## src/pescc_pkg.sv

```systemverilog
package pescc_pkg;
  // register addresses
  localparam logic [7:0] ADDR_CHG_STATUS = 8'h01;
  localparam logic [7:0] ADDR_RAIL_STATUS = 8'h02;
  localparam logic [7:0] ADDR_CHG_MASK = 8'h03;
  localparam logic [7:0] ADDR_RAIL_MASK = 8'h04;
  localparam logic [7:0] ADDR_CHG_ACK = 8'h05;
  localparam logic [7:0] ADDR_RAIL_ACK = 8'h06;
  localparam logic [7:0] ADDR_SETUP = 8'h07;
  // values after reset
  localparam logic [7:0] RST_STATUS = 8'h00;
  localparam logic [7:0] RST_MASK = 8'hFF;
  localparam logic [7:0] RST_ACK = 8'h00;
  localparam logic [7:0] RST_SETUP = 8'h1B;
  localparam logic [7:0] RD_UNMAPPED = 8'hFF;
  // lid pin reads low while the synchroniser is still clear after reset
  localparam logic [7:0] RST_RAIL_PREV = 8'h40;
  // field layout
  localparam logic [7:0] CHG_EDGE_BITS = 8'h21;
  localparam logic [7:0] CHG_HOST_CLR_BITS = 8'h1E;
  localparam logic [7:0] CHG_FOLLOW_BITS = 8'hC0;
  localparam logic [7:0] RAIL_EDGE_BITS = 8'hE0;
  localparam int SETUP_POR_SHORT = 7;
  localparam int SETUP_RESTART = 6;
  localparam int SETUP_TMR_EN = 5;
  localparam int SETUP_CUR_MSB = 4;
  localparam int SETUP_CUR_LSB = 3;
  localparam int SETUP_USB_500 = 2;
  localparam int SETUP_USB_ALLOW = 1;
  localparam int SETUP_CHG_EN = 0;
  localparam int SRC_USB_VALID = 7;
  localparam int SRC_AC_VALID = 6;
  localparam int SRC_FAST_TMO = 2;
  localparam int SRC_TAPER_TMO = 3;
  // timing
  localparam int CLK_PERIOD_NS = 8;
  localparam int MS_NS = 1000000;
  localparam int MS_TICK_CYCLES = MS_NS / CLK_PERIOD_NS;
  localparam logic [9:0] RESET_LONG_MS = 10'h3E8;
  localparam logic [9:0] RESET_SHORT_MS = 10'h045;
endpackage

```

## src/pescc_sync.sv

```systemverilog
`timescale 1ns/100ps
module pescc_sync #(
  parameter int W = 1
) (
  // clock and reset
  input  wire logic         clock_in,
  input  wire logic         rst_in,
  // data
  input  wire logic [W-1:0] d_in,
  output logic      [W-1:0] q_out
);
  typedef struct packed {
    logic [W-1:0] s1;
    logic [W-1:0] s2;
  } pescc_sync_t;

  pescc_sync_t st;
  pescc_sync_t next_st;

  always_comb begin
    next_st    = st;
    next_st.s1 = d_in;
    next_st.s2 = st.s1;
  end

  always_ff @(posedge clock_in or posedge rst_in) begin
    if (rst_in) begin
      st <= '0;
    end else begin
      st <= next_st;
    end
  end

  assign q_out = st.s2;
endmodule

```

## src/pescc_top.sv

```systemverilog
// Notes on behaviour
// - timeout bits 3,2 read 0 while charging, 1 after a timer expiry.
// - bit 0 reports battery temperature out of range, charging suspended.
// - host write clears charge bits 4..1 written as 0 and resets charger; others ignored.
// - any set charge bit pulls the interrupt low unless masked.
// - rail bit 7 sets when the shutdown button is operated.
// - rail bit 6 is the inverse of the battery lid pin.
// - rail bit 5 sets when supply falls below undervoltage threshold.
// - rail bit 4 always reads 0 and never interrupts.
// - rail bits 3,2 show linear regulator faults, 0 when disabled.
// - rail bits 1,0 show buck faults; bit 0 also core-off low power.
// - rising rail bit pulls the interrupt low unless masked.
// - charge mask is read-write, resets to all ones.
// - rail mask is read-write, resets to all ones.
// - acknowledged bits stop driving the interrupt; pin releases if none left.
// - acknowledge bits clear automatically once the status bit clears.
// - setup bit 7 picks reset pulse of 1000 ms or 69 ms.
// - setup bit 6 clears charger timers; host sets then clears it.
// - setup bit 5 enables fast-charge and taper timers, reset 0.
// - setup bits 4:3 choose charge current 25, 50, 75 or 100 percent.
// - setup bit 2 picks 100 or 500 mA USB, ignored if USB barred.
// - reading a set status bit sets its acknowledge bit.
// - rail bits 7..5 edge set, clear when low and acked; 3..0 follow.
// - setup bit 1 bars or permits charging from USB.
// - setup bit 0 enables charging, wall supply preferred over USB.
`timescale 1ns/100ps
module pescc_top #(
  parameter int TICK_CYCLES = pescc_pkg::MS_TICK_CYCLES
) (
  // clock and reset
  input  wire logic       clock_in,
  input  wire logic       rst_in,
  // register access from the serial slave
  input  wire logic [7:0] reg_addr_in,
  input  wire logic       reg_wr_in,
  input  wire logic       reg_rd_in,
  input  wire logic [7:0] reg_wdata_in,
  output logic      [7:0] reg_rdata_out,
  // charger condition pins
  input  wire logic [7:0] charger_cond_in,
  // rail condition pins
  input  wire logic       shutdown_button_in,
  input  wire logic       battery_lid_sense_in,
  input  wire logic       supply_undervoltage_in,
  input  wire logic       linreg_b_fault_in,
  input  wire logic       linreg_a_fault_in,
  input  wire logic       io_buck_fault_in,
  input  wire logic       cpu_buck_fault_in,
  input  wire logic       low_power_mode_in,
  input  wire logic       reset_request_in,
  // settings held elsewhere on this clock
  input  wire logic       linreg_b_enable_in,
  input  wire logic       linreg_a_enable_in,
  input  wire logic       core_off_low_power_in,
  // interrupt and reset pulse
  output logic            event_int_n_out,
  output logic            reset_pulse_n_out,
  // charger controls
  output logic            charger_restart_out,
  output logic            safety_timer_en_out,
  output logic      [1:0] charge_current_sel_out,
  output logic            usb_500ma_out,
  output logic            charge_from_ac_out,
  output logic            charge_from_usb_out
);
  typedef enum logic [1:0] {
    RP_IDLE = 2'b00,
    RP_HOLD = 2'b01
  } pescc_rp_t;

  typedef struct packed {
    logic [7:0]  chg_status;
    logic [7:0]  rail_status;
    logic [7:0]  chg_mask;
    logic [7:0]  rail_mask;
    logic [7:0]  chg_ack;
    logic [7:0]  rail_ack;
    logic [7:0]  setup;
    logic [7:0]  chg_prev;
    logic [7:0]  rail_prev;
    logic [7:0]  rdata;
    logic        int_n;
    logic        restart;
    logic        req_prev;
    pescc_rp_t   rp;
    logic [16:0] tick;
    logic [9:0]  ms;
    logic        rp_n;
    logic        tmr_en;
    logic [1:0]  cur;
    logic        usb500;
    logic        from_ac;
    logic        from_usb;
  } pescc_state_t;

  pescc_state_t st;
  pescc_state_t next_st;

  logic [16:0] sync_raw;
  logic [16:0] sync_q;
  logic [7:0]  chg_src;
  logic [7:0]  rail_src;
  logic        lp_mode;
  logic        req_sync;

  // every pin source crosses two flops
  assign sync_raw = {reset_request_in, low_power_mode_in,
                     shutdown_button_in, battery_lid_sense_in,
                     supply_undervoltage_in, linreg_b_fault_in,
                     linreg_a_fault_in, io_buck_fault_in,
                     cpu_buck_fault_in, charger_cond_in};

  pescc_sync #(.W(17)) i_pescc_sync (
    .clock_in (clock_in),
    .rst_in   (rst_in),
    .d_in     (sync_raw),
    .q_out    (sync_q)
  );

  function automatic logic [7:0] pescc_pend(input logic [7:0] s,
                                            input logic [7:0] m,
                                            input logic [7:0] a);
    pescc_pend = s & ~m & ~a;
  endfunction

  function automatic logic pescc_hit(input logic [7:0] a,
                                     input logic [7:0] r);
    pescc_hit = (a == r);
  endfunction

  always_comb begin
    req_sync = sync_q[16];
    lp_mode  = sync_q[15];
    chg_src  = sync_q[7:0];
    // timers disabled cannot time out
    chg_src[pescc_pkg::SRC_FAST_TMO] = sync_q[pescc_pkg::SRC_FAST_TMO]
                                       & st.setup[pescc_pkg::SETUP_TMR_EN];
    chg_src[pescc_pkg::SRC_TAPER_TMO] = sync_q[pescc_pkg::SRC_TAPER_TMO]
                                        & st.setup[pescc_pkg::SETUP_TMR_EN];
    rail_src[7] = sync_q[14];
    rail_src[6] = ~sync_q[13];
    rail_src[5] = sync_q[12];
    rail_src[4] = 1'b0;
    rail_src[3] = sync_q[11] & linreg_b_enable_in;
    rail_src[2] = sync_q[10] & linreg_a_enable_in;
    rail_src[1] = sync_q[9];
    rail_src[0] = sync_q[8] | (core_off_low_power_in & lp_mode);
  end

  logic [7:0] chg_rise;
  logic [7:0] rail_rise;
  logic [7:0] host_clr;
  logic       rd_chg;
  logic       rd_rail;

  always_comb begin
    chg_rise  = chg_src & ~st.chg_prev;
    rail_rise = rail_src & ~st.rail_prev;
    rd_chg    = reg_rd_in & pescc_hit(reg_addr_in, pescc_pkg::ADDR_CHG_STATUS);
    rd_rail   = reg_rd_in
                & pescc_hit(reg_addr_in, pescc_pkg::ADDR_RAIL_STATUS);
    host_clr  = 8'h00;
    if (reg_wr_in && pescc_hit(reg_addr_in, pescc_pkg::ADDR_CHG_STATUS)) begin
      host_clr = ~reg_wdata_in & pescc_pkg::CHG_HOST_CLR_BITS;
    end
  end

  always_comb begin
    next_st           = st;
    next_st.chg_prev  = chg_src;
    next_st.rail_prev = rail_src;
    next_st.restart   = 1'b0;
    next_st.req_prev  = req_sync;

    // edge bits: rise wins; clear when low and acked
    // bits 4..1 track their sources until host clear; bits 7,6 follow
    next_st.chg_status =
        (pescc_pkg::CHG_EDGE_BITS
         & (chg_rise | (st.chg_status & ~(~chg_src & st.chg_ack))))
      | (pescc_pkg::CHG_HOST_CLR_BITS
         & (chg_rise | (st.chg_status & chg_src & ~host_clr)))
      | (pescc_pkg::CHG_FOLLOW_BITS & chg_src);
    next_st.rail_status =
        (pescc_pkg::RAIL_EDGE_BITS
         & (rail_rise | (st.rail_status & ~(~rail_src & st.rail_ack))))
      | (~pescc_pkg::RAIL_EDGE_BITS & rail_src);

    // reading sets acks; acks fall with the status bit
    next_st.chg_ack  = (st.chg_ack | (rd_chg ? st.chg_status : 8'h00))
                       & next_st.chg_status;
    next_st.rail_ack = (st.rail_ack | (rd_rail ? st.rail_status : 8'h00))
                       & next_st.rail_status;

    // interrupt from unmasked, unacked bits
    next_st.int_n = ~|(pescc_pend(st.chg_status, st.chg_mask, st.chg_ack)
                       | pescc_pend(st.rail_status, st.rail_mask,
                                    st.rail_ack));

    if (reg_wr_in) begin
      case (reg_addr_in)
        pescc_pkg::ADDR_CHG_STATUS: begin
          next_st.restart = 1'b1;
        end
        pescc_pkg::ADDR_CHG_MASK: begin
          next_st.chg_mask = reg_wdata_in;
        end
        pescc_pkg::ADDR_RAIL_MASK: begin
          next_st.rail_mask = reg_wdata_in;
        end
        pescc_pkg::ADDR_SETUP: begin
          next_st.setup = reg_wdata_in;
          next_st.restart = reg_wdata_in[pescc_pkg::SETUP_RESTART];
        end
        default: begin
          next_st.setup = st.setup;
        end
      endcase
    end

    // snapshot at read start; new events still land
    if (reg_rd_in) begin
      case (reg_addr_in)
        pescc_pkg::ADDR_CHG_STATUS:  next_st.rdata = st.chg_status;
        pescc_pkg::ADDR_RAIL_STATUS: next_st.rdata = st.rail_status;
        pescc_pkg::ADDR_CHG_MASK:    next_st.rdata = st.chg_mask;
        pescc_pkg::ADDR_RAIL_MASK:   next_st.rdata = st.rail_mask;
        pescc_pkg::ADDR_CHG_ACK:     next_st.rdata = st.chg_ack;
        pescc_pkg::ADDR_RAIL_ACK:    next_st.rdata = st.rail_ack;
        pescc_pkg::ADDR_SETUP:       next_st.rdata = st.setup;
        default:                     next_st.rdata = pescc_pkg::RD_UNMAPPED;
      endcase
    end

    // charger controls from setup
    next_st.tmr_en = next_st.setup[pescc_pkg::SETUP_TMR_EN];
    next_st.cur = next_st.setup[pescc_pkg::SETUP_CUR_MSB:
                                pescc_pkg::SETUP_CUR_LSB];
    next_st.usb500 = next_st.setup[pescc_pkg::SETUP_USB_500]
                     & next_st.setup[pescc_pkg::SETUP_USB_ALLOW];
    next_st.from_ac = next_st.setup[pescc_pkg::SETUP_CHG_EN]
                      & chg_src[pescc_pkg::SRC_AC_VALID];
    next_st.from_usb = next_st.setup[pescc_pkg::SETUP_CHG_EN]
                       & next_st.setup[pescc_pkg::SETUP_USB_ALLOW]
                       & chg_src[pescc_pkg::SRC_USB_VALID]
                       & ~chg_src[pescc_pkg::SRC_AC_VALID];

    // reset pulse timed in ms ticks
    next_st.tick = (st.tick == 17'(TICK_CYCLES - 1)) ? 17'h00000
                   : 17'(st.tick + 17'h00001);
    case (st.rp)
      RP_IDLE: begin
        next_st.rp_n = 1'b1;
        if (req_sync && !st.req_prev) begin
          next_st.rp   = RP_HOLD;
          next_st.ms   = 10'h000;
          next_st.tick = 17'h00000;
          next_st.rp_n = 1'b0;
        end
      end
      RP_HOLD: begin
        next_st.rp_n = 1'b0;
        if (st.tick == 17'(TICK_CYCLES - 1)) begin
          next_st.ms = 10'(st.ms + 10'h001);
          if (10'(st.ms + 10'h001)
              == (st.setup[pescc_pkg::SETUP_POR_SHORT]
                  ? pescc_pkg::RESET_SHORT_MS
                  : pescc_pkg::RESET_LONG_MS)) begin
            next_st.rp   = RP_IDLE;
            next_st.rp_n = 1'b1;
          end
        end
      end
      default: begin
        next_st.rp   = RP_IDLE;
        next_st.rp_n = 1'b1;
      end
    endcase
  end

  always_ff @(posedge clock_in or posedge rst_in) begin
    if (rst_in) begin
      st             <= '0;
      st.chg_mask    <= pescc_pkg::RST_MASK;
      st.rail_mask   <= pescc_pkg::RST_MASK;
      st.setup       <= pescc_pkg::RST_SETUP;
      st.chg_status  <= pescc_pkg::RST_STATUS;
      st.rail_status <= pescc_pkg::RST_STATUS;
      st.chg_ack     <= pescc_pkg::RST_ACK;
      st.rail_ack    <= pescc_pkg::RST_ACK;
      st.rail_prev   <= pescc_pkg::RST_RAIL_PREV;
      st.int_n       <= 1'b1;
      st.rp          <= RP_HOLD;
      st.rp_n        <= 1'b0;
      st.tmr_en      <= pescc_pkg::RST_SETUP[pescc_pkg::SETUP_TMR_EN];
      st.cur         <= pescc_pkg::RST_SETUP[pescc_pkg::SETUP_CUR_MSB:
                                             pescc_pkg::SETUP_CUR_LSB];
      st.usb500      <= 1'b0;
    end else begin
      st <= next_st;
    end
  end

  assign reg_rdata_out          = st.rdata;
  assign event_int_n_out        = st.int_n;
  assign reset_pulse_n_out      = st.rp_n;
  assign charger_restart_out    = st.restart;
  assign safety_timer_en_out    = st.tmr_en;
  assign charge_current_sel_out = st.cur;
  assign usb_500ma_out          = st.usb500;
  assign charge_from_ac_out     = st.from_ac;
  assign charge_from_usb_out    = st.from_usb;
endmodule

```

## config.mk

```make
export PLATFORM = sky130hd
export DESIGN_NAME = pescc_top
export DESIGN_NICKNAME = d
export VERILOG_FILES = /design/src/pescc_pkg.sv /design/src/pescc_sync.sv /design/src/pescc_top.sv
export SDC_FILE = /design/constraint.sdc
export NUM_CORES = 1
export LEC_CHECK = 0
export BUFFER_PORTS_ARGS = -buffer_cell sky130_fd_sc_hd__buf_2
export CORE_UTILIZATION = 35
export DETAILED_ROUTE_END_ITERATION = 7
export GPL_TIMING_DRIVEN = 0
export PLACE_DENSITY = 0.6
export SYNTH_ARGS = -nofsm -noshare
export SYNTH_HDL_FRONTEND = slang
export SYNTH_HIERARCHICAL = 1
export SYNTH_SLANG_ARGS = --single-unit
export TNS_END_PERCENT = 1
```

## constraint.sdc

```tcl
create_clock -name clock_in -period 4.85 [get_ports clock_in]
set_clock_uncertainty 0.05 [all_clocks]
set_input_delay 0 -clock clock_in [delete_from_list [all_inputs] [get_ports clock_in]]
set_output_delay 0 -clock clock_in [all_outputs]
set_load 0.02 [all_outputs]
```

# Word level (Yosys, flattened, before mapping)
# Cells that the tools add are included.
[totals] reg_bits=150 elab_cells=121
[classes] addsub=2 n_eq_ne=13 mux=19 bitwise=50 reduce_logical=12
[ops] operator="$and 8x8->8" n=9
[ops] operator="$not 8->8" n=7
[ops] operator="$pmux 8 s7" n=1
[ops] operator="$mux 17" n=2
[ops] operator="$eq 8x3->1 const B" n=4
[ops] operator="$or 8x8->8" n=4
[ops] operator="$mux 30" n=1
[ops] operator="$pmux 10 s2" n=1
[ops] operator="$and 6x6->6" n=3
[ops] operator="$not 6->6" n=3
[ops] operator="$add 17x1->17 const B" n=1
[ops] operator="$eq 17x17->1 const B" n=1
[ops] operator="$eq 8x2->1 const B" n=2
[ops] operator="$mux 8" n=2
[ops] operator="$and 1x1->1" n=12
[ops] operator="$mux 6" n=2
[ops] operator="$mux 11" n=1
[ops] operator="$add 10x1->10 const B" n=1
[ops] operator="$and 5x5->5" n=2
[ops] operator="$eq 10x10->1" n=1
[ops] operator="$mux 10" n=1
[ops] operator="$not 5->5" n=2
[ops] operator="$eq 8x1->1 const B" n=1
[ops] operator="$or 6x8->8" n=1
[ops] operator="20 further kinds" n=31

# Depth between registers and ports, before layout
# Gate-level depths: netlist (run 1).
[depth] ltp_word=9 depth_mapped=8 ltp_nobuf=6

# Hierarchy
# Netlist (run 1), hierarchy kept.
[modules_own_cells] module="pescc_top" instances=1 cells_per_inst=463 area_each_um2=5002.3
[modules_own_cells] module="pescc_sync" instances=1 cells_per_inst=35 area_each_um2=854.6

# Least setup slack after synthesis (run 1)
# No wires, ideal clock.
[synth_timing] kind="reg-to-reg" start="register st[20] (netlist name)" end="register st[15] (netlist name)" setup_time_ns=0.120 t_arrival_ns=2.154 required_time_ns=4.680 setup_slack_ns=2.527 stages_incl_launch_ff=7 path_cell_list="dfrtp_1 > or4_4 > or4_1 > buf_2 > or2_0 > buf_2 > a31o_1"
[synth_between] elab_chain_len=3
[synth_rtl] element="start: declaration" line="pescc_top.sv:96" rtl="pescc_state_t st;"
[synth_rtl] element="start signal: assignment" line="pescc_top.sv:299" rtl="st <= next_st;"
[synth_rtl] element="$eq 17x17->1" line="pescc_top.sv:262" rtl="if (st.tick == 17'(TICK_CYCLES - 1)) begin"
[synth_rtl] element="$ne 2x2->1 (no source line)"
[synth_rtl] element="$reduce_and 3->1 (no source line)"
# No other way between the ends.
# A chain may end at the register's enable or synchronous reset.

# Final worst setup path (run 1)
# Ends and elaborated chain as after synthesis.

==> flow_metrics.tcl, run 1 <==
set metrics [dict create \
    dr.pass1.iters 7 \
    drt_iter0_drc 233 \
    criticalPathCategory "register to register" \
    rr_worst_depth 6 \
    grt_use_met2_pct 24.3 \
    maxCapViolations 0 \
    clkTransAtPathRegs_ps 60 \
    clock.fmax_mhz 408 \
    path_delay_family "simple AND/OR/NAND/NOR gates" \
    p_leak_nw 3.24 \
    drive_above_1_share_pct 26.5 \
    p_per_area_nw_per_um2 375 \
    rsz0062_at_grt "false" \
    cts_setup_buffers 0 \
    cp_data_required_time_ps 5100 \
    ys_ff_latch 140 \
    synth.largest_area_cell "dfrtp_1" \
    hold_violations 0 \
    cts_tree "yes" \
    arrival_ps 2700 \
    grt_pass1_vias 4156 \
    finalSetupTns_ps 0 \
    synthAdderAreaFrac_pct 0.427 \
    htreeDepth 4 \
    cpMaxStageDelayCell "or4_4" \
    syn_area_um2 5860 \
    synth_xor_area_share_pct 2.99 \
    r2r-start "st[20]$_DFF_PP0_" \
    drv_slew 0 \
    clk_latency_ps 420 \
    area_growth_pct 24.8 \
    synth_edf_count 0 \
    n_antenna_cell 0 \
    dieHeight_um 131 \
    setup-violations-final 0 \
    tightestPinTransition_ps 713 \
    grt_first_pass_wirelength_mm 21.3 \
    grt_max_degree 70 \
    gr-usage-met3_pct 4.01 \
    numCtsBuffers 17 \
    r2r_setup_slack_ps 2400 \
    drt-wirelength-per-cell_um 15.4 \
    cp_cell_sequence "or4_4 > or4_1 > buf_2 > or2_0 > buf_2 > a31o_1" \
    vias 4146 \
    cp.buffers_inverters 2 \
    wl_mm 12.8 \
    track_usage_pct 15.8 \
    min_path_type "input port to register" \
    cp-end-kind "register" \
    synthDominantCellAreaShare_pct 50.0 \
    status "complete, no violations" \
    ys_types 57 \
    ys_top_cells_by_area "dfrtp_1 50%, dfstp_2 10%, mux2_2 5.0%, a21oi_1 3.1%, nor2_1 2.9%" \
    rows 46 \
    r2r-end "st[15]$_DFFE_PP0P_" \
    place_congestion 0.820 \
    period_share_pct 50.5 \
    overflow 0 \
    seq_area_frac_synth_pct 60.3 \
    dp_hpwl_mm 8.80 \
    utilization_pct 45.4 \
    root_buffer "clkbuf_16" \
    clockBufferDepth 2 \
    io_buffers 55 \
    nFillCells 1504 \
    syn_nets 540 \
    min_to "reg_rdata_out[7]$_DFFE_PP0P_" \
    synthCells 498 \
    crit_top_cell "buf_2" \
    cts_resized 0 \
    hold_start "reg_addr_in[3]" \
    antenna_found_initial 0 \
    final_nets 645 \
    slowest_delay_ps 560 \
    synthArstFlopShare_pct 100 \
    clock_sinks 140 \
    start_util_pct 36.3 \
    die_w_um 131 \
    ys.flop_type "dfrtp_1" \
    multi_input_area_um2 2110 \
    path_max_fanout 9 \
    fin_crit_ps 2450 \
    hold_path_depth 4 \
    fin_area_um2 7310 \
    avgSynthCellArea_um2 11.8 \
    yosys.area_share.simple_pct 13.7 \
    muxShareOfSynthArea_pct 8.55 \
    dpl_cell_area_um2 6460 \
    grtUsageMet1_pct 21.7 \
    viasPerCell 4.98 \
    top_usage_layer "met2" \
    ant_nets 0 \
    seq_area_um2 3530 \
    synth_top_family_by_area "simple AND/OR/NAND/NOR gates" \
    relSlewSlack_pct 52.3 \
    route.detailed.drc 0 \
    io_pins 57 \
    dieArea_um2 17300 \
    ir_drop_mv 0.210 \
    synth_compound_area_share_pct 10.3 \
    startpoint_type "register" \
    core_um2 16100 \
    ys_warn_count 6 \
    whs_ps 48.5 \
]
cell usage in the layout (no fill, tap or decap), drive strengths merged, types with 8 or more instances in the layout:
cell type and count:
a21oi 37, a22oi 8, buf 73, clkbuf 29
dfrtp 117, dfstp 23, dlygate4sd3 29, inv 22
mux2 26, nand2 28, nand3 22, nor2 45
nor2b 9, nor3 8, o21ai 28, xor2 15
state kept, by name, indices dropped and copies added, names as in the netlist:
register                flops
i_pescc_sync/q_out         17
usb_500ma_out               1
charger_restart_out         1
i_pescc_sync/next_st       17
charge_from_usb_out         1
charge_from_ac_out          1
event_int_n_out             1
reset_pulse_n_out           1
reg_rdata_out               8
st                         91
charge_current_sel_out      1
cells in the mapped netlist (2+ instances only):
cell type	number
a21oi_1	36
dfstp_2	23
a211oi_1	4
xor2_1	15
nor4b_1	2
dfrtp_1	117
or3_1	2
nor2_1	45
inv_1	21
nand3b_1	2
nand4b_1	3
nor3b_1	5
nor2b_1	9
a22o_1	6
and3_1	7
or4_1	2
buf_2	4
xnor2_1	5
mux2i_1	5
clkbuf_1	8
nand2b_1	4
mux4_2	7
nor3_1	8
a31oi_1	2
o211ai_1	3
a22oi_1	8
ha_1	2
and2_1	2
nand4_1	4
nand2_1	28
buf_1	2
o21ai_1	8
buf_4	10
mux2_2	26
o21ai_0	20
nand3_1	22
stage by stage:
stage | setup WS (ps) | total power, mW | instances
6_report | 2400 | 2.74 | 832
5_1_grt | 2290 | 2.86 | 832
4_1_cts | 2410 | 2.78 | 832
3_5_place_dp | 2260 | 1.52 | 771
3_3_place_gp | 829 | 1.51 | 769
2_1_floorplan | 2050 | 1.45 | 498
worst reg2reg max path: stages (launching register included):
cell and delay (ps):
dfrtp_1 420, or4_4 560, or4_1 520, buf_2 190
or2_0 200, buf_2 180, a31o_1 220
area by class of cell:
| class | count | area share, % |
|---|---|---|
| well taps | 216 | 3.70 |
| clock buffers | 21 | 6.02 |
| flip-flops and latches | 140 | 48.3 |
| inverters | 22 | 1.16 |
| repair buffers | 86 | 8.49 |
| plain buffers | 24 | 1.81 |
| multi-input cells | 312 | 28.9 |
| clock inverters | 11 | 1.64 |
what timing repair did:
action / CTS / global route
setup endpoints to repair: 0 / 0
hold endpoints to repair: 103 / 0
hold buffers: 29 / 0
cells by family (layout without fill, tap and decap cells):
logic type,Yosys count,count (layout)
simple gates,154,154
buf+inv,46,164
mux,38,38
xor+xnor,20,20
flops,140,140
fa+ha+maj,2,2
compound gates,98,98
report_power, final:
part | switching [mW] | internal (mW)
combinational | 0.113 | 0.109
sequential | 0.0585 | 1.24
clock | 0.467 | 0.754
routing by layer:
| metal | wire length (um) | vias up |
|---|---|---|
| li1 | - | 1971 |
| met1 | 6070 | 2056 |
| met2 | 5930 | 104 |
| met3 | 638 | 15 |
| met4 | 165 | 0 |
| met5 | 0 | - |
worst max path at each step:
| stage | from | end | cells after the start |
|---|---|---|---|
| floorplan | rst_in | charge_from_ac_out$_DFF_PP0_ | 1 |
| global placement | rst_in | st[60]$_DFF_PP0_ | 2 |
| detailed placement | reg_addr_in[5] | charge_from_usb_out$_DFF_PP0_ | 6 |
| CTS | st[20]$_DFF_PP0_ | st[15]$_DFFE_PP0P_ | 6 |
| global route | st[20]$_DFF_PP0_ | st[32]$_DFF_PP0_ | 6 |
| finish | st[20]$_DFF_PP0_ | st[15]$_DFFE_PP0P_ | 6 |
Power figures use the tool's default switching activity.
==> inputs of run 2 (changes only) <==
--- a/config.mk
+++ b/config.mk
@@ -5,11 +5,12 @@
 export SDC_FILE = /design/constraint.sdc
 export NUM_CORES = 1
 export LEC_CHECK = 0
+export ABC_AREA = 1
 export BUFFER_PORTS_ARGS = -buffer_cell sky130_fd_sc_hd__buf_2
 export CORE_UTILIZATION = 35
 export DETAILED_ROUTE_END_ITERATION = 7
 export GPL_TIMING_DRIVEN = 0
-export PLACE_DENSITY = 0.6
+export PLACE_DENSITY = 0.62
 export SYNTH_ARGS = -nofsm -noshare
 export SYNTH_HDL_FRONTEND = slang
 export SYNTH_HIERARCHICAL = 1
==> constraint.sdc (replaced) <==
create_clock -name clock_in -period 2.05 [get_ports clock_in]
set_clock_uncertainty 0.05 [all_clocks]
set_input_delay 0 -clock clock_in [delete_from_list [all_inputs] [get_ports clock_in]]
set_output_delay 0 -clock clock_in [all_outputs]
set_load 0.02 [all_outputs]
==> flow_metrics.tcl, run 2 <==
set metrics [dict create \
    cts_tree "yes" \
    syn_area_um2 6110 \
    io_pins 57 \
    wl_mm 14.7 \
    area_growth_pct 24.5 \
    ir_drop_mv 0.598 \
    dieHeight_um 134 \
    dr.pass1.iters 5 \
    drt_iter0_drc 389 \
    fin_crit_ps 1830 \
    vias 4994 \
    seq_area_um2 3530 \
    ys_top_cells_by_area "dfrtp_1 48%, nand2_1 10%, dfstp_2 9.9%, inv_1 6.1%, nand3_1 5.0%" \
    largest_reg_flops 91 \
    clkTransAtPathRegs_ps 60 \
    switching_share_pct 25.3 \
    ys_types 40 \
    antenna_found_initial 0 \
    maxCapViolations 0 \
    synthDominantCellAreaShare_pct 47.9 \
    core_um2 16800 \
    min_path_type "input port to register" \
    grt_pass1_vias 4911 \
    start_util_pct 36.4 \
    ys.flop_type "dfrtp_1" \
    viasPerCell 4.78 \
    track_usage_pct 18.0 \
    root_buffer "clkbuf_16" \
    htreeDepth 4 \
    cts_setup_buffers 0 \
    io_buffers 56 \
    multi_input_area_um2 2070 \
    clk_latency_ps 420 \
    clock.fmax_mhz 546 \
    synth_edf_count 0 \
    drv_slew 0 \
    cp-end-kind "register" \
    grt_first_pass_wirelength_mm 24.8 \
    internal_power_mw 5.01 \
    rows 47 \
    dieArea_um2 18000 \
    synth.largest_area_cell "dfrtp_1" \
    ys_warn_count 6 \
    arrival_ps 2120 \
    power_mw 6.71 \
    relSlewSlack_pct 50.6 \
    overflow 0 \
    final_nets 853 \
    n_antenna_cell 0 \
    avgSynthCellArea_um2 8.70 \
    regMostFlops "st" \
    drive_above_1_share_pct 19.1 \
    clock_sinks 140 \
    hold_violations 0 \
    power_frac_comb_pct 9.0 \
    seq_power_share_pct 45.8 \
    syn_nets 745 \
    startpoint_type "register" \
    p_leak_nw 3.68 \
    switching_power_mw 1.69 \
    dpl_cell_area_um2 6710 \
    die_w_um 134 \
    fin_area_um2 7610 \
    yosys.cell_count.top_type "nand2_1" \
    layout_common_cells "165 x nand2_1, 117 x dfrtp_1, 97 x inv_1, 73 x nor2_1, 61 x nand3_1" \
    synthArstFlopShare_pct 100 \
    synthCells 703 \
    dp_hpwl_mm 10.4 \
    rsz0062_at_grt "true" \
    criticalPathCategory "register to register" \
    tightestPinTransition_ps 740 \
    pwr-share-clk_pct 45.2 \
    seq_area_frac_synth_pct 57.8 \
    setup-violations-final 0 \
    period_share_pct 89.4 \
    clockBufferDepth 2 \
    final_common_cell "nand2_1" \
    cp_data_required_time_ps 2340 \
    p_per_area_nw_per_um2 881 \
    grt_max_degree 42 \
    drt-wirelength-per-cell_um 14.1 \
    route.detailed.drc 0 \
    ant_nets 0 \
    numCtsBuffers 17 \
    status "complete, no violations" \
    ys_ff_latch 140 \
    path_max_fanout 10 \
    synth.top_cells.by_count "165 x nand2_1, 117 x dfrtp_1, 99 x inv_1, 74 x nor2_1, 61 x nand3_1" \
    nFillCells 1686 \
    r2r_setup_slack_ps 220 \
    place_congestion 0.942 \
]
==> run 2: critical path, stage by stage, from the launching register on <==
cell and delay, ps:
dfrtp_1 400, ha_1 220, nand2_1 110, inv_1 90
nand3_1 80, nor2_1 50, nand2_1 100, nor2_2 80
a21oi_2 390, nand2_1 90, o21ai_0 100
==> run 2: cells by family after synthesis <==
group	after synthesis	share of synthesized area, %
simple gates	343	24.6
flops	140	57.8
buf+inv	123	8.43
compound gates	91	8.23
xor+xnor	4	0.573
fa+ha+maj	2	0.409
==> run 2: through the flow <==
step	hold slack (ps)	setup TNS, ps	setup slack [ps]	util (%)	instances
final	73.4	0	218	45.3	1044
after CTS	54.8	0	179	45.2	1044
after detailed placement	59.3	0	227	39.9	981
after global routing	103	-30.1	-9.03	45.3	1044
after floorplan	-18.6	0	499	-	703
after global placement	57.7	-2840	-42.3	39.7	979
==> run 2: final timing paths <==
check,startpoint,cells past startpoint,endpoint
worst min register to register,i_pescc_sync/next_st[7]$_DFF_PP0_,0,i_pescc_sync/q_out[7]$_DFF_PP0_
worst max register to register,st[17]$_DFF_PP0_,10,st[10]$_DFFE_PP0P_
worst max-delay path,st[17]$_DFF_PP0_,10,st[10]$_DFFE_PP0P_
min in group asynchronous,rst_in,3,st[65]$_DFF_PP0_
worst min-delay path,reg_addr_in[3],5,st[99]$_DFFE_PP1P_
max in group asynchronous,rst_in,4,st[53]$_DFF_PP1_
==> run 2: timing repair <==
action                                  in CTS  in global routing
endpoints found under the setup margin       0                 17
hold endpoints to repair                    98                  0
resized for setup                            0                  3
hold buffers                                31                  0
==> run 2: cell type report <==
type | count | share of cell area (%)
Sequential cell | 140 | 46.4
Multi-Input combinational cell | 440 | 27.2
Timing Repair Buffer | 89 | 8.28
Clock buffer | 19 | 5.82
Inverter | 105 | 5.23
Tap cell | 220 | 3.62
Clock inverter | 13 | 1.86
Buffer | 18 | 1.61
==> run 2: power by group through the flow <==
stage	logic [mW]	clock network, mW	registers (mW)
3_5_place_dp	0.555	0	3.11
6_report	0.604	3.03	3.07
3_3_place_gp	0.532	0	3.11
5_1_grt	0.700	3.21	3.09
2_1_floorplan	0.384	0	3.08
4_1_cts	0.610	3.10	3.07
==> run 2: layer usage <==
metal | vias up | share of wire, % | global-route usage, %
met5 | - | 0 | 0
met4 | 0 | 1.3 | 6.18
met3 | 18 | 6.9 | 4.54
met2 | 170 | 45 | 27.3
met1 | 2348 | 47 | 24.9
li1 | 2458 | - | -
==> inputs of run 3 (changes only) <==
--- a/config.mk
+++ b/config.mk
@@ -5,8 +5,8 @@
 export SDC_FILE = /design/constraint.sdc
 export NUM_CORES = 1
 export LEC_CHECK = 0
-export ABC_AREA = 1
-export BUFFER_PORTS_ARGS = -buffer_cell sky130_fd_sc_hd__buf_2
+export ABC_AREA = 0
+export BUFFER_PORTS_ARGS = -buffer_cell sky130_fd_sc_hd__clkbuf_2
 export CORE_UTILIZATION = 35
 export DETAILED_ROUTE_END_ITERATION = 7
 export GPL_TIMING_DRIVEN = 0
==> flow_metrics.tcl, run 3 (same netlist as run 1, synthesis figures left out) <==
set metrics [dict create \
    fin_area_um2 7500 \
    fin_crit_ps 2310 \
    grt_pass1_vias 4269 \
    ant_nets 0 \
    status "finished, violations left" \
    finalSetupTns_ps -3400 \
    drt-wirelength-per-cell_um 15.5 \
    dpl_cell_area_um2 6450 \
    power_mw 6.91 \
    io_pins 57 \
    min_path_type "input port to register" \
    track_usage_pct 16.3 \
    vias 4174 \
    ir_drop_mv 0.573 \
    layout_common_cells "116 x dfrtp_1, 56 x clkbuf_2, 45 x nor2_1, 36 x a21oi_1, 29 x dlygate4sd3_1" \
    clkTransAtPathRegs_ps 60 \
    antenna_found_initial 1 \
    cp_data_required_time_ps 2300 \
    numCtsBuffers 17 \
    grt_first_pass_wirelength_mm 22.0 \
    dp_hpwl_mm 8.84 \
    overflow 0 \
    dpl.cell_count 771 \
    core_um2 16100 \
    cts_tree "yes" \
    utilization_pct 46.5 \
    violations "negative setup slack" \
    relSlewSlack_pct 42.9 \
    viasPerCell 4.97 \
    maxCapViolations 0 \
    hold_violations 0 \
    startpoint_type "register" \
    fin_ws_ps -257 \
    criticalPathCategory "register to register" \
    period_share_pct 113 \
    final_common_cell "dfrtp_1" \
    largest_reg_flops 91 \
    die_w_um 131 \
    htreeDepth 4 \
    area_growth_pct 28.0 \
    dieHeight_um 131 \
    arrival_ps 2560 \
    place_congestion 0.829 \
    root_buffer "clkbuf_16" \
    clock.fmax_mhz 433 \
    drv_slew 0 \
    route.detailed.drc 0 \
    grt_max_degree 40 \
    rows 46 \
    drive_above_1_share_pct 29.4 \
    drt_iter0_drc 251 \
    whs_ps 35.4 \
    dieArea_um2 17300 \
    clk_latency_ps 420 \
    tightestPinTransition_ps 854 \
    rsz0062_at_grt "true" \
    wl_mm 13.0 \
    cp-end-kind "register" \
    setup-violations-final 21 \
    path_max_fanout 6 \
    start_util_pct 36.3 \
    dr.pass1.iters 4 \
    io_buffers 55 \
    final_nets 652 \
    clock_sinks 140 \
    p_per_area_nw_per_um2 922 \
    clockBufferDepth 2 \
    layout.cells.non_filler 840 \
    p_leak_nw 3.36 \
    regMostFlops "st" \
    pre_cts_ws_ps -489 \
]
run 3: cell types whose count changed in the layout (fill, tap and decap cells not counted), moves of 28 or more:
cell      change
nor2_1       -28
nand2_1     -137
buf_2        -58
clkbuf_2     +55
nand3_1      -39
inv_1        -78
run 3: area by class of cell:
cell class	instances	area (um2)
Fill cell	1511	8620
Timing Repair Buffer	94	663
Inverter	22	86.3
Clock inverter	9	133
Tap cell	216	270
Sequential cell	140	3530
Clock buffer	23	498
Antenna cell	1	2.50
Buffer	23	138
Multi-Input combinational cell	312	2180
run 3: worst max-delay path, stage by stage, from the launching register on:
cell	delay (ps)
dfrtp_1	420
or4b_4	540
or4_4	580
or2_4	270
buf_6	140
a31o_1	200
run 3: power breakdown:
part           switching [mW]  total [mW]  internal, mW
Clock                    1.13        3.21          2.08
Combinational           0.319       0.640         0.321
Sequential              0.123        3.06          2.94
run 3: final timing paths:
check	start	endpoint	slack (ps)	cells after the start
hold reg to reg	i_pescc_sync/next_st[2]$_DFF_PP0_	i_pescc_sync/q_out[2]$_DFF_PP0_	300	0
setup reg to reg	st[22]$_DFF_PP0_	st[15]$_DFFE_PP0P_	-260	5
max in group asynchronous	rst_in	st[92]$_DFFE_PP1P_	710	5
min in group asynchronous	rst_in	i_pescc_sync/q_out[6]$_DFF_PP0_	250	3
hold / removal	reg_wr_in	st[69]$_DFFE_PP0P_	40	3
setup / recovery	st[22]$_DFF_PP0_	st[15]$_DFFE_PP0P_	-260	5
run 3: routing by layer:
layer	vias up	part of all wire, %	wire [um]	global-route usage, %
met5	-	0	0	0
met4	0	2.2	287	7.43
met3	22	5.4	701	4.09
met2	94	47	6110	24.8
met1	2082	46	5940	21.9
li1	1976	-	-	-
run 3: what timing repair did:
item | CTS | global route
cloned | 0 | 1
setup buffers | 5 | 2
pin swaps | 2 | 3
setup endpoints to repair | 32 | 51
resized for setup | 8 | 17
hold buffers | 29 | 0
endpoints found under the hold margin | 125 | 0
